$ cat src/adc_cal_pkg.sv
// Constants and types for the calibration and sampling sequencer
package adc_cal_pkg;

   // -------------------------------------------------------------
   // Sampling timing, in master clock cycles
   // -------------------------------------------------------------
   localparam int SAMPLE_PERIOD_CYC = 256;
   localparam int SETTLE_CYC = 62;
   localparam logic [7:0] SAMPLE_LAST = 8'(SAMPLE_PERIOD_CYC - 1);
   localparam logic [5:0] SETTLE_LOAD = 6'(SETTLE_CYC);

   // -------------------------------------------------------------
   // Calibration timing, in master clock cycles
   // -------------------------------------------------------------
   localparam int STROBE_MIN_CYC = 4;
   localparam logic [2:0] STROBE_MIN = 3'(STROBE_MIN_CYC);
   localparam int SELF_CAL_CYC = 3145655;
   localparam int SYS_OFFSET_CYC = 1052599;
   localparam int SYS_GAIN_CYC = 1068813;
   localparam int SYS_ONE_STEP_CYC = 2117389;
   localparam int FILTER_SETTLE_CYC = 507904;
   localparam int CNT_W = 22;
   typedef logic [CNT_W-1:0] cal_cnt_t;

   // -------------------------------------------------------------
   // Reset values
   // -------------------------------------------------------------
   localparam logic WORD_VALID_N_RST = 1'b1;
   localparam cal_cnt_t CNT_RST = 22'h000000;

   // -------------------------------------------------------------
   // Calibration type, coded as {select_a, select_b}
   // -------------------------------------------------------------
   typedef enum logic [1:0] {
      CAL_SELF = 2'h0,
      CAL_SYS_GAIN = 2'h1,
      CAL_SYS_ONE = 2'h2,
      CAL_SYS_OFFSET = 2'h3
   } cal_type_t;

   // -------------------------------------------------------------
   // Sequencer states
   // -------------------------------------------------------------
   typedef enum logic [2:0] {
      ST_IDLE = 3'h1,
      ST_CAL = 3'h2,
      ST_SETTLE = 3'h4
   } seq_state_t;

endpackage

$ cat src/adc_calibration_sequencer.sv
// Calibration sequencer and input sampling timing for the converter
// How it works
// - Sample input once per 256 clocks
// - Hold 62 settling clocks after each sample
// - Selects 00: self-cal, 3,145,655 clocks
// - Selects 11: offset step, 1,052,599 clocks
// - Selects 01: gain step, 1,068,813 clocks
// - Selects 10: one-step offset, 2,117,389 clocks
// - Self-cal uses ground and reference pins
// - Bipolar: calibrate midscale and positive full scale
// - System steps take the zero point or full scale from input; one-step takes zero only
// - Coefficients kept in on-chip storage
// - Word-valid stays high throughout calibration
// - Self-cal waits settling; others fall immediately
`timescale 1ns/10ps
`default_nettype none

module adc_calibration_sequencer #(
   parameter int unsigned SELF_CAL_CYC = adc_cal_pkg::SELF_CAL_CYC,
   parameter int unsigned SYS_OFFSET_CYC = adc_cal_pkg::SYS_OFFSET_CYC,
   parameter int unsigned SYS_GAIN_CYC = adc_cal_pkg::SYS_GAIN_CYC,
   parameter int unsigned SYS_ONE_STEP_CYC =
      adc_cal_pkg::SYS_ONE_STEP_CYC,
   parameter int unsigned FILTER_SETTLE_CYC =
      adc_cal_pkg::FILTER_SETTLE_CYC
) (
   // Clock and reset
   input wire logic CLK,
   input wire logic RST,
   // Calibration control from the host
   input wire logic CAL_STROBE,
   input wire logic TRIM_TYPE_SELECT_A,
   input wire logic TRIM_TYPE_SELECT_B,
   input wire logic BIPOLAR_MODE,
   // Sampling timing
   output logic SAMPLE_STROBE,
   output logic INPUT_SETTLING,
   // Calibration status and routing
   output logic OUTPUT_WORD_VALID_N,
   output logic CAL_BUSY,
   output logic ZERO_STEP_ACTIVE,
   output logic FS_STEP_ACTIVE,
   output logic ZERO_REF_IS_AIN,
   output logic FS_REF_IS_AIN,
   output logic MIDSCALE_CAL,
   // Stored coefficient state
   output logic ZERO_COEF_VALID,
   output logic FS_COEF_VALID,
   output logic ZERO_COEF_FROM_AIN,
   output logic FS_COEF_FROM_AIN
);

   // -------------------------------------------------------------
   // Parameter checks
   // -------------------------------------------------------------
   localparam longint unsigned CNT_MAX = 64'd1 << adc_cal_pkg::CNT_W;
   if (SELF_CAL_CYC < 1 || SELF_CAL_CYC >= CNT_MAX ||
       SYS_OFFSET_CYC < 1 || SYS_OFFSET_CYC >= CNT_MAX ||
       SYS_GAIN_CYC < 1 || SYS_GAIN_CYC >= CNT_MAX ||
       SYS_ONE_STEP_CYC < 1 || SYS_ONE_STEP_CYC >= CNT_MAX ||
       FILTER_SETTLE_CYC < 1 || FILTER_SETTLE_CYC >= CNT_MAX) begin : g_chk
      $error("Cycle counts must lie between 1 and 2**22-1");
   end
   // Counter load values, one less than each duration
   localparam adc_cal_pkg::cal_cnt_t SELF_LD =
      adc_cal_pkg::cal_cnt_t'(SELF_CAL_CYC - 1);
   localparam adc_cal_pkg::cal_cnt_t OFFSET_LD =
      adc_cal_pkg::cal_cnt_t'(SYS_OFFSET_CYC - 1);
   localparam adc_cal_pkg::cal_cnt_t GAIN_LD =
      adc_cal_pkg::cal_cnt_t'(SYS_GAIN_CYC - 1);
   localparam adc_cal_pkg::cal_cnt_t ONE_LD =
      adc_cal_pkg::cal_cnt_t'(SYS_ONE_STEP_CYC - 1);
   localparam adc_cal_pkg::cal_cnt_t FILT_LD =
      adc_cal_pkg::cal_cnt_t'(FILTER_SETTLE_CYC - 1);

   // -------------------------------------------------------------
   // State
   // -------------------------------------------------------------
   typedef struct packed {
      adc_cal_pkg::seq_state_t state;
      adc_cal_pkg::cal_type_t cal_type;
      adc_cal_pkg::cal_cnt_t cnt;
      logic [2:0] strobe_cnt;
      logic strobe_q;
      logic [7:0] samp_cnt;
      logic [5:0] settle_cnt;
      logic sample;
      logic settling;
      logic word_valid_n;
      logic busy;
      logic zero_active;
      logic fs_active;
      logic zero_ain;
      logic fs_ain;
      logic midscale;
      logic zero_valid;
      logic fs_valid;
      logic zero_from_ain;
      logic fs_from_ain;
   } seq_t;
   localparam seq_t SEQ_RST = '{
      state: adc_cal_pkg::ST_IDLE,
      cal_type: adc_cal_pkg::CAL_SELF,
      cnt: adc_cal_pkg::CNT_RST,
      word_valid_n: adc_cal_pkg::WORD_VALID_N_RST,
      default: '0
   };
   seq_t s_ff;
   seq_t nxt_s;
   logic cal_start;
   logic cal_done;
   adc_cal_pkg::cal_type_t sel_type;
   // Strobe accepted on its falling edge after a long enough high
   assign sel_type = adc_cal_pkg::cal_type_t'(
      {TRIM_TYPE_SELECT_A, TRIM_TYPE_SELECT_B});
   assign cal_start = s_ff.strobe_q && !CAL_STROBE &&
      s_ff.strobe_cnt >= adc_cal_pkg::STROBE_MIN;
   assign cal_done = s_ff.state == adc_cal_pkg::ST_CAL &&
      s_ff.cnt == adc_cal_pkg::CNT_RST;

   // -------------------------------------------------------------
   // Next state
   // -------------------------------------------------------------
   always_comb begin
      nxt_s = s_ff;
      nxt_s.sample = 1'b0;
      nxt_s.strobe_q = CAL_STROBE;
      // Strobe high-time count, saturating
      if (!CAL_STROBE) begin
         nxt_s.strobe_cnt = 3'h0;
      end else if (s_ff.strobe_cnt < adc_cal_pkg::STROBE_MIN) begin
         nxt_s.strobe_cnt = s_ff.strobe_cnt + 3'h1;
      end
      // Settling window runs down
      if (s_ff.settle_cnt != 6'h00) begin
         nxt_s.settle_cnt = s_ff.settle_cnt - 6'h01;
      end
      if (s_ff.samp_cnt == adc_cal_pkg::SAMPLE_LAST) begin
         nxt_s.samp_cnt = 8'h00;
         nxt_s.sample = 1'b1;
         nxt_s.settle_cnt = adc_cal_pkg::SETTLE_LOAD;
      end else begin
         nxt_s.samp_cnt = s_ff.samp_cnt + 8'h01;
      end
      nxt_s.settling = nxt_s.settle_cnt != 6'h00;
      // Calibration sequence; a new strobe restarts it
      if (cal_start) begin
         nxt_s.state = adc_cal_pkg::ST_CAL;
         nxt_s.cal_type = sel_type;
         nxt_s.word_valid_n = 1'b1;
         nxt_s.zero_active = 1'b0;
         nxt_s.fs_active = 1'b0;
         nxt_s.zero_ain = 1'b0;
         nxt_s.fs_ain = 1'b0;
         unique case (sel_type)
            adc_cal_pkg::CAL_SELF: begin
               nxt_s.cnt = SELF_LD;
               nxt_s.zero_active = 1'b1;
               nxt_s.fs_active = 1'b1;
            end
            adc_cal_pkg::CAL_SYS_OFFSET: begin
               nxt_s.cnt = OFFSET_LD;
               nxt_s.zero_active = 1'b1;
               nxt_s.zero_ain = 1'b1;
            end
            adc_cal_pkg::CAL_SYS_GAIN: begin
               nxt_s.cnt = GAIN_LD;
               nxt_s.fs_active = 1'b1;
               nxt_s.fs_ain = 1'b1;
            end
            adc_cal_pkg::CAL_SYS_ONE: begin
               nxt_s.cnt = ONE_LD;
               nxt_s.zero_active = 1'b1;
               nxt_s.fs_active = 1'b1;
               nxt_s.zero_ain = 1'b1;
            end
         endcase
      end else begin
         unique case (s_ff.state)
            adc_cal_pkg::ST_IDLE: ;
            adc_cal_pkg::ST_CAL: begin
               if (cal_done) begin
                  nxt_s.zero_active = 1'b0;
                  nxt_s.fs_active = 1'b0;
                  nxt_s.zero_ain = 1'b0;
                  nxt_s.fs_ain = 1'b0;
                  if (s_ff.zero_active) begin
                     nxt_s.zero_valid = 1'b1;
                     nxt_s.zero_from_ain = s_ff.zero_ain;
                  end
                  if (s_ff.fs_active) begin
                     nxt_s.fs_valid = 1'b1;
                     nxt_s.fs_from_ain = s_ff.fs_ain;
                  end
                  if (s_ff.cal_type == adc_cal_pkg::CAL_SELF) begin
                     nxt_s.state = adc_cal_pkg::ST_SETTLE;
                     nxt_s.cnt = FILT_LD;
                  end else begin
                     nxt_s.state = adc_cal_pkg::ST_IDLE;
                     nxt_s.word_valid_n = 1'b0;
                  end
               end else begin
                  nxt_s.cnt = s_ff.cnt - 22'h000001;
               end
            end
            adc_cal_pkg::ST_SETTLE: begin
               // falls once settled to the input
               if (s_ff.cnt == adc_cal_pkg::CNT_RST) begin
                  nxt_s.state = adc_cal_pkg::ST_IDLE;
                  nxt_s.word_valid_n = 1'b0;
               end else begin
                  nxt_s.cnt = s_ff.cnt - 22'h000001;
               end
            end
         endcase
      end
      nxt_s.midscale = nxt_s.zero_active && BIPOLAR_MODE;
      nxt_s.busy = nxt_s.state != adc_cal_pkg::ST_IDLE;
   end

   // -------------------------------------------------------------
   // State register
   // -------------------------------------------------------------
   always_ff @(posedge CLK) begin
      if (RST) begin
         s_ff <= SEQ_RST;
      end else begin
         s_ff <= nxt_s;
      end
   end
   // Outputs straight from the state register
   assign SAMPLE_STROBE = s_ff.sample;
   assign INPUT_SETTLING = s_ff.settling;
   assign OUTPUT_WORD_VALID_N = s_ff.word_valid_n;
   assign CAL_BUSY = s_ff.busy;
   assign ZERO_STEP_ACTIVE = s_ff.zero_active;
   assign FS_STEP_ACTIVE = s_ff.fs_active;
   assign ZERO_REF_IS_AIN = s_ff.zero_ain;
   assign FS_REF_IS_AIN = s_ff.fs_ain;
   assign MIDSCALE_CAL = s_ff.midscale;
   assign ZERO_COEF_VALID = s_ff.zero_valid;
   assign FS_COEF_VALID = s_ff.fs_valid;
   assign ZERO_COEF_FROM_AIN = s_ff.zero_from_ain;
   assign FS_COEF_FROM_AIN = s_ff.fs_from_ain;
endmodule

`default_nettype wire

$ cat config.mk
export PLATFORM = sky130hd
export DESIGN_NAME = adc_calibration_sequencer
export DESIGN_NICKNAME = d
export VERILOG_FILES = /design/src/adc_cal_pkg.sv /design/src/adc_calibration_sequencer.sv
export SDC_FILE = /design/constraint.sdc
export NUM_CORES = 1
export LEC_CHECK = 0
export BUFFER_PORTS_ARGS = -buffer_cell sky130_fd_sc_hd__buf_2
export CAP_MARGIN = 20
export CORE_MARGIN = 4
export CORE_UTILIZATION = 50
export CTS_CLUSTER_SIZE = 20
export DETAILED_ROUTE_END_ITERATION = 10
export GPL_TIMING_DRIVEN = 0
export PLACE_DENSITY_LB_ADDON = 0.1
export SYNTH_ARGS = -nofsm -noshare
export SYNTH_HDL_FRONTEND = slang
export SYNTH_SLANG_ARGS = --single-unit
$ cat constraint.sdc
create_clock -name CLK -period 6.9 [get_ports CLK]
set_input_delay 0.345 -clock CLK [delete_from_list [all_inputs] [get_ports CLK]]
set_output_delay 0.345 -clock CLK [all_outputs]
set_load 0.05 [all_outputs]
==> impl_metrics.env, run 1 <==
export IMPL_status="completed"
export IMPL_numPortBuffers=18
export IMPL_numCtsBuffers=9
export IMPL_grt_max_degree=11
export IMPL_diodes=0
export IMPL_final_layout_size_suffix_gt1_frac=0.116
export IMPL_power_density_nw_per_um2=254
export IMPL_grt_antenna_before_repair=0
export IMPL_syn2layout_area_growth_pct=13.3
export IMPL_fp_dieArea_um2=7320
export IMPL_fmax_mhz=374
export IMPL_drt_met1_wl_um=3700
export IMPL_slowest_stage="or4b_2"
export IMPL_wire_per_inst_um=16.8
export IMPL_gp_congestion=0.885
export IMPL_final_max_slew_violation_count=0
export IMPL_firstDrtPassIters=5
export IMPL_route_detailed_drc=0
export IMPL_clock_latency_ps=330
export IMPL_drv_cap=0
export IMPL_cts_sinks=58
export IMPL_crit_fanout=5
export IMPL_post_route_period_util=0.387
export IMPL_rsz0062_at_grt="false"
export IMPL_worstSetupPathType="register to register"
export IMPL_hpwl_um=5600
export IMPL_yosys_cell_types_count=62
export IMPL_drtIter0Drc=211
export IMPL_top_layer="met4"
export IMPL_clkTransAtPathRegs_ps=70
export IMPL_pre_cts_slack_ps=4310
export IMPL_clock_root_buffer="clkbuf_8"
export IMPL_rows=27
export IMPL_cts_setup_buffers=0
export IMPL_final_setup_tns_ps=0
export IMPL_track_usage=0.226
export IMPL_cp_common_cell="a21oi_1"
export IMPL_die_y_um=85.6
export IMPL_syn_area_um2=3010
export IMPL_cts_tree="built"
export IMPL_netlist_instances=363
export IMPL_worstPathArrival_ps=2870
export IMPL_htreeDepth=3
export IMPL_via_per_inst=6.09
export IMPL_fin_ws_ps=4230
export IMPL_route_met2_wl_um=3460
export IMPL_grt_pass1_wl_um=13200
export IMPL_period_needed_ps=2670
export IMPL_worstPathRequired_ps=7100
export IMPL_maxSlewHeadroom=0.438
export IMPL_hold_class="input pin to register"
export IMPL_grt_pass1_vias=2682
export IMPL_avgSynthCellArea_um2=8.29
export IMPL_yosysSeqAreaShare=0.386
export IMPL_critPathMaxStageDelay_ps=760
export IMPL_max_slew_worst_pin_slew_ps=835
export IMPL_path_cells="or4b_2, nor4_1, a21oi_1, a21oi_1, nor3b_1"
export IMPL_worst_path_buf_inv=0
export IMPL_ctsLongestPathBuffers=2
export IMPL_start_kind="register"
export IMPL_vias=2855
export IMPL_peakVddDrop_mv=0.189
export IMPL_io_pins=19
export IMPL_leakagePower_nw=1.44
export IMPL_synthFlopType="dfxtp_1"
export IMPL_wl_met3_um=509
export IMPL_end_kind="register"
export IMPL_setup_violations=0
export IMPL_coreArea_um2=5680
export IMPL_async_reset_ff_frac=0
export IMPL_start_util=0.530
export IMPL_postRouteAntennaNets=0
export IMPL_ctsHoldBuffers=0
export IMPL_syn_nets=379
export IMPL_synth_warnings=0
export IMPL_synth_edf_count=0
export IMPL_ys_ff_latch=58
export IMPL_drt_wl_total_um=7900
export IMPL_crit_family="simple AND/OR/NAND/NOR gates"
export IMPL_hold_violations=0
export IMPL_nets=408
export IMPL_cts_resized=0
export IMPL_grt_overflow_total=0
export IMPL_die_w_um=85.6
export IMPL_skew_ps=8.31
==> Yosys cell counts, types with 3 or more instances <==
library cell,number,area share
a2111oi_0,3,0.0087
a21oi_1,18,0.030
a22oi_1,4,0.010
a31oi_1,10,0.021
and3_1,7,0.015
and4_1,3,0.0087
clkbuf_1,13,0.016
dfxtp_1,58,0.39
ha_1,10,0.042
inv_1,18,0.022
mux2i_1,3,0.010
nand2_1,31,0.039
nand3_1,16,0.027
nand4_1,4,0.0083
nor2_1,41,0.051
nor3_1,20,0.033
nor4_1,9,0.019
o21ai_0,12,0.020
o22ai_1,3,0.0062
o31ai_1,5,0.012
or3_1,5,0.010
or4_4,3,0.011
xnor2_1,6,0.017
xor2_1,9,0.026
==> worst paths after layout <==
| path | from | slack, ps | to | cells past startpoint |
|---|---|---|---|---|
| worst max-delay path | s_ff[52]$_SDFFE_PP0P_ | 4230 | MIDSCALE_CAL$_SDFF_PP0_ | 5 |
| worst min register to register | FS_COEF_VALID$_SDFFE_PP0P_ | 460 | FS_COEF_VALID$_SDFFE_PP0P_ | 2 |
| worst max register to register | s_ff[52]$_SDFFE_PP0P_ | 4230 | MIDSCALE_CAL$_SDFF_PP0_ | 5 |
| worst min-delay path | BIPOLAR_MODE | 270 | MIDSCALE_CAL$_SDFF_PP0_ | 2 |
==> layout by cell type (no fill, tap or decap), types with 10 or more instances in the layout <==
cell type and n:
nor3_1 20, nand3_1 16, buf_2 20, a31oi_1 10
clkbuf_1 14, a21oi_1 18, nor2_1 41, nand2_1 31
inv_1 18, o21ai_0 12, dfxtp_1 58, clkbuf_8 10
ha_1 10
==> sequential cells by signal, indices dropped and copies added, names as in the netlist <==
| name | flops |
|---|---|
| s_ff | 45 |
| INPUT_SETTLING | 1 |
| ZERO_STEP_ACTIVE | 1 |
| MIDSCALE_CAL | 1 |
| OUTPUT_WORD_VALID_N | 1 |
| ZERO_REF_IS_AIN | 1 |
| SAMPLE_STROBE | 1 |
| FS_REF_IS_AIN | 1 |
| ZERO_COEF_FROM_AIN | 1 |
| CAL_BUSY | 1 |
| FS_COEF_VALID | 1 |
| FS_STEP_ACTIVE | 1 |
| FS_COEF_FROM_AIN | 1 |
| ZERO_COEF_VALID | 1 |
==> worst reg2reg max path, stage by stage, from the launching register on <==
cell	delay (ps)
dfxtp_1	390
or4b_2	760
nor4_1	760
a21oi_1	270
a21oi_1	290
nor3b_1	80
==> stage by stage <==
stage	hold WS (ps)	util	instances	power, W	cell area (um2)
2_1_floorplan	441	-	363	0.000494	3010
4_1_cts	266	0.600	469	0.000871	3410
6_report	273	0.600	469	0.000864	3410
3_5_place_dp	451	0.562	453	0.000524	3190
3_3_place_gp	435	0.562	453	0.000521	3190
5_1_grt	258	0.600	469	0.000910	3410
==> report_power, final <==
| group | leakage (nW) | total, W | switching, W | internal [W] |
|---|---|---|---|---|
| sequential | 0.470 | 0.000374 | 0.0000175 | 0.000356 |
| clock | 0.109 | 0.000347 | 0.000135 | 0.000212 |
| combinational | 0.859 | 0.000143 | 0.0000842 | 0.0000584 |
| total | 1.44 | 0.000864 | 0.000237 | 0.000627 |
==> cell type report <==
type                    count  area, um2
fillers                   529       2270
inverters                  19       71.3
flip-flops and latches     58       1160
repair buffers             18       90.1
clock buffers              11        141
plain buffers              18       77.6
well taps                  72       90.1
clock inverters             5       77.6
multi-input cells         268       1700
==> metal layers <==
layer	track usage	vias to the layer above
li1	-	1402
met1	0.307	1330
met2	0.342	101
met3	0.0480	22
met4	0.106	0
met5	0	-
==> logic make-up (layout without fill, tap and decap cells) <==
logic type	after synthesis	after routing	synth area share
simple gates	153	153	0.266
compound gates	87	87	0.203
flops	58	58	0.386
buf+inv	37	71	0.0495
xor+xnor	15	15	0.0437
fa+ha+maj	10	10	0.0416
mux	3	3	0.00998
Power figures use the tool's default switching activity.
==> run 2: changes to the inputs <==
--- a/config.mk
+++ b/config.mk
@@ -5,6 +5,7 @@
 export SDC_FILE = /design/constraint.sdc
 export NUM_CORES = 1
 export LEC_CHECK = 0
+export ABC_AREA = 1
 export BUFFER_PORTS_ARGS = -buffer_cell sky130_fd_sc_hd__buf_2
 export CAP_MARGIN = 20
 export CORE_MARGIN = 4
==> constraint.sdc (replaced) <==
create_clock -name CLK -period 2.5 [get_ports CLK]
set_input_delay 0.125 -clock CLK [delete_from_list [all_inputs] [get_ports CLK]]
set_output_delay 0.125 -clock CLK [all_outputs]
set_load 0.05 [all_outputs]
==> run 2 against run 1 <==
Clock skew increased by 3.7 ps. Worst setup slack got worse by 3600 ps. Non-clock buffer count decreased by 8. Register-to-register slack got worse by 3600 ps. Core utilization decreased by 2.1 points. First-iteration DRC count decreased by 18%. Flip-flop and latch count unchanged. Clock power increased by 130%. Synthesized cell count increased by 20%. Hold slack got worse by 260 ps. Count of clock-buffer cells in the layout decreased by 1. Largest cell class unchanged. Highest routed layer unchanged.
==> impl_metrics.env, run 2 <==
export IMPL_status="completed"
export IMPL_drv_cap=0
export IMPL_seqPwrFrac=0.452
export IMPL_cts_sinks=58
export IMPL_fmax_mhz=530
export IMPL_die_y_um=86.6
export IMPL_yosysTopAreaCellShare=0.376
export IMPL_fp_dieArea_um2=7510
export IMPL_synth_common_cells="nand2_1, nor2_1, dfxtp_1"
export IMPL_route_detailed_drc=0
export IMPL_syn_area_um2=3090
export IMPL_async_reset_ff_frac=0
export IMPL_rsz0062_at_grt="false"
export IMPL_ys_ff_latch=58
export IMPL_drt_wl_total_um=7410
export IMPL_intPower_w=0.00152
export IMPL_drtIter0Drc=172
export IMPL_worstPathArrival_ps=2120
export IMPL_via_per_inst=5.12
export IMPL_dpl_cell_area_um2=3270
export IMPL_diodes=0
export IMPL_grt_antenna_before_repair=0
export IMPL_power_density_nw_per_um2=649
export IMPL_worst_path_buf_inv=3
export IMPL_hold_violations=0
export IMPL_yosysMostFrequentCell="nand2_1"
export IMPL_rows=28
export IMPL_ctsHoldBuffers=0
export IMPL_numCtsBuffers=9
export IMPL_setup_violations=0
export IMPL_p_total_w=0.00224
export IMPL_utilization=0.579
export IMPL_clock_latency_ps=350
export IMPL_clock_root_buffer="clkbuf_8"
export IMPL_track_usage=0.212
export IMPL_start_kind="register"
export IMPL_cp_common_cell="nand2_4"
export IMPL_largest_reg_flops=45
export IMPL_post_route_period_util=0.755
export IMPL_io_pins=19
export IMPL_yosys_cell_types_count=36
export IMPL_cts_resized=0
export IMPL_design_area_um2=3450
export IMPL_hold_start="BIPOLAR_MODE"
export IMPL_end_kind="register"
export IMPL_avgSynthCellArea_um2=7.09
export IMPL_grt_util_met2=0.327
export IMPL_yosysSeqAreaShare=0.376
export IMPL_synth_top_cell_by_area="dfxtp_1"
export IMPL_crit_fanout=10
export IMPL_grt_busiest_layer="met2"
export IMPL_skew_ps=12.0
export IMPL_hold_class="input pin to register"
export IMPL_crit_family="simple AND/OR/NAND/NOR gates"
export IMPL_use_met3=0.0361
export IMPL_postRouteAntennaNets=0
export IMPL_worst_hold_slack_ps=11.7
export IMPL_nets=480
export IMPL_start_util=0.519
export IMPL_firstDrtPassIters=4
export IMPL_syn2layout_area_growth_pct=11.6
export IMPL_cts_tree="built"
export IMPL_peakVddDrop_mv=0.501
export IMPL_rr_startpoint="s_ff[31]$_SDFFE_PP0P_"
export IMPL_syn_nets=452
export IMPL_switchingPower_w=0.000716
export IMPL_htreeDepth=3
export IMPL_grt_pass1_wl_um=12300
export IMPL_die_w_um=86.6
export IMPL_synth_edf_count=0
export IMPL_r2r_setup_slack_ps=610
export IMPL_synthFlopType="dfxtp_1"
export IMPL_ctsLongestPathBuffers=2
export IMPL_grt_use_met1=0.287
export IMPL_p_sw_frac=0.319
export IMPL_final_layout_size_suffix_gt1_frac=0.145
export IMPL_power_frac_clock=0.361
export IMPL_reg2reg_depth=11
export IMPL_combinationalPowerShare=0.188
export IMPL_layout_commonest_cell="nand2_1"
export IMPL_synth_warnings=0
export IMPL_worstHoldEndpoint="MIDSCALE_CAL$_SDFF_PP0_"
export IMPL_maxSlewHeadroom=0.602
export IMPL_synthTopCellsByArea="dfxtp_1, nand2_1, nor2_1, a21oi_1, inv_1"
export IMPL_grt_overflow_total=0
export IMPL_leakagePower_nw=1.71
export IMPL_vias=2783
export IMPL_wire_per_inst_um=13.6
export IMPL_holdPathStages=3
export IMPL_worstSetupPathType="register to register"
export IMPL_mostFrequentLayoutCells="nand2_1, nor2_1, dfxtp_1"
export IMPL_grt_pass1_vias=2675
export IMPL_max_slew_worst_pin_slew_ps=597
export IMPL_netlist_instances=436
export IMPL_largest_register="s_ff"
export IMPL_hpwl_um=5290
export IMPL_cts_setup_buffers=0
export IMPL_reg2reg_to="s_ff[36]$_SDFFE_PP0P_"
export IMPL_critPathMaxStageDelay_ps=320
export IMPL_grt_max_degree=12
export IMPL_path_cells="inv_1, ha_1, buf_2, nand2_4, nor2_8, nand4_4, nand2_4, nand2_2, buf_6, o21ai_0, a21oi_1"
export IMPL_slowest_stage="dfxtp_1"
export IMPL_gp_congestion=0.945
export IMPL_clkTransAtPathRegs_ps=80
export IMPL_period_needed_ps=1890
export IMPL_numPortBuffers=17
export IMPL_final_max_slew_violation_count=0
export IMPL_worstPathRequired_ps=2740
export IMPL_coreArea_um2=5960
export IMPL_final_setup_tns_ps=0
## run 2: cell count changes after synthesis, moves of 6 or more
cell	previous run	this run
a21oi_1	18	36
a31oi_1	10	0
and3_1	7	1
clkbuf_1	13	5
inv_1	18	42
nand2_1	31	92
nand3_1	16	23
nor2_1	41	69
nor2_2	0	8
nor3_1	20	5
nor4_1	9	0
o21ai_0	12	18
## run 2: logic make-up after synthesis
kind of cell,after synthesis,share of synthesized area
AO/OA/AOI/OAI,67,0.115
XOR/XNOR,17,0.0482
adder cells (fa/ha/maj),10,0.0405
buffers and inverters,56,0.0737
flip-flops,58,0.376
AND/OR/NAND/NOR,228,0.348
## run 2: cell type report
class / instances / area [um2]
clock inverter: 6 / 41.3
clock buffer: 10 / 138
multi-input combinational: 322 / 1700
inverter: 45 / 169
buffer: 11 / 58.8
sequential: 58 / 1160
fill: 565 / 2510
timing repair buffer: 17 / 85.1
tap: 75 / 93.8
## run 2: worst max-delay path by stage
stage / startpoint / endpoint / cells after the start
finish: s_ff[31]$_SDFFE_PP0P_ / s_ff[36]$_SDFFE_PP0P_ / 11
global route: s_ff[31]$_SDFFE_PP0P_ / MIDSCALE_CAL$_SDFF_PP0_ / 10
CTS: s_ff[31]$_SDFFE_PP0P_ / MIDSCALE_CAL$_SDFF_PP0_ / 10
detailed placement: s_ff[31]$_SDFFE_PP0P_ / MIDSCALE_CAL$_SDFF_PP0_ / 10
global placement: s_ff[31]$_SDFFE_PP0P_ / MIDSCALE_CAL$_SDFF_PP0_ / 10
floorplan: s_ff[31]$_SDFFE_PP0P_ / s_ff[32]$_SDFFE_PP0P_ / 11
## run 2: power groups by stage
stage	combinational (W)	clock (W)	sequential [W]
floorplan	0.000323	0	0.00104
global placement	0.000410	0	0.00103
detailed placement	0.000416	0	0.00103
CTS	0.000421	0.000821	0.00101
global route	0.000491	0.000863	0.00102
finish	0.000421	0.000808	0.00101
## run 2: tightest hold or removal path, cell delays in order
cell	delay [ps]
buf_2	100
inv_1	40
nor3_1	40
## run 2: through the flow
stage | setup WS (ps) | cells
after floorplan | 876 | 436
after CTS | 619 | 544
final | 612 | 544
after global placement | 625 | 528
after detailed placement | 633 | 528
after global routing | 454 | 544
## run 2: layer usage
metal,share of wire,up-vias
li1,-,1456
met1,0.48,1247
met2,0.44,67
met3,0.061,13
met4,0.018,0
met5,0,-
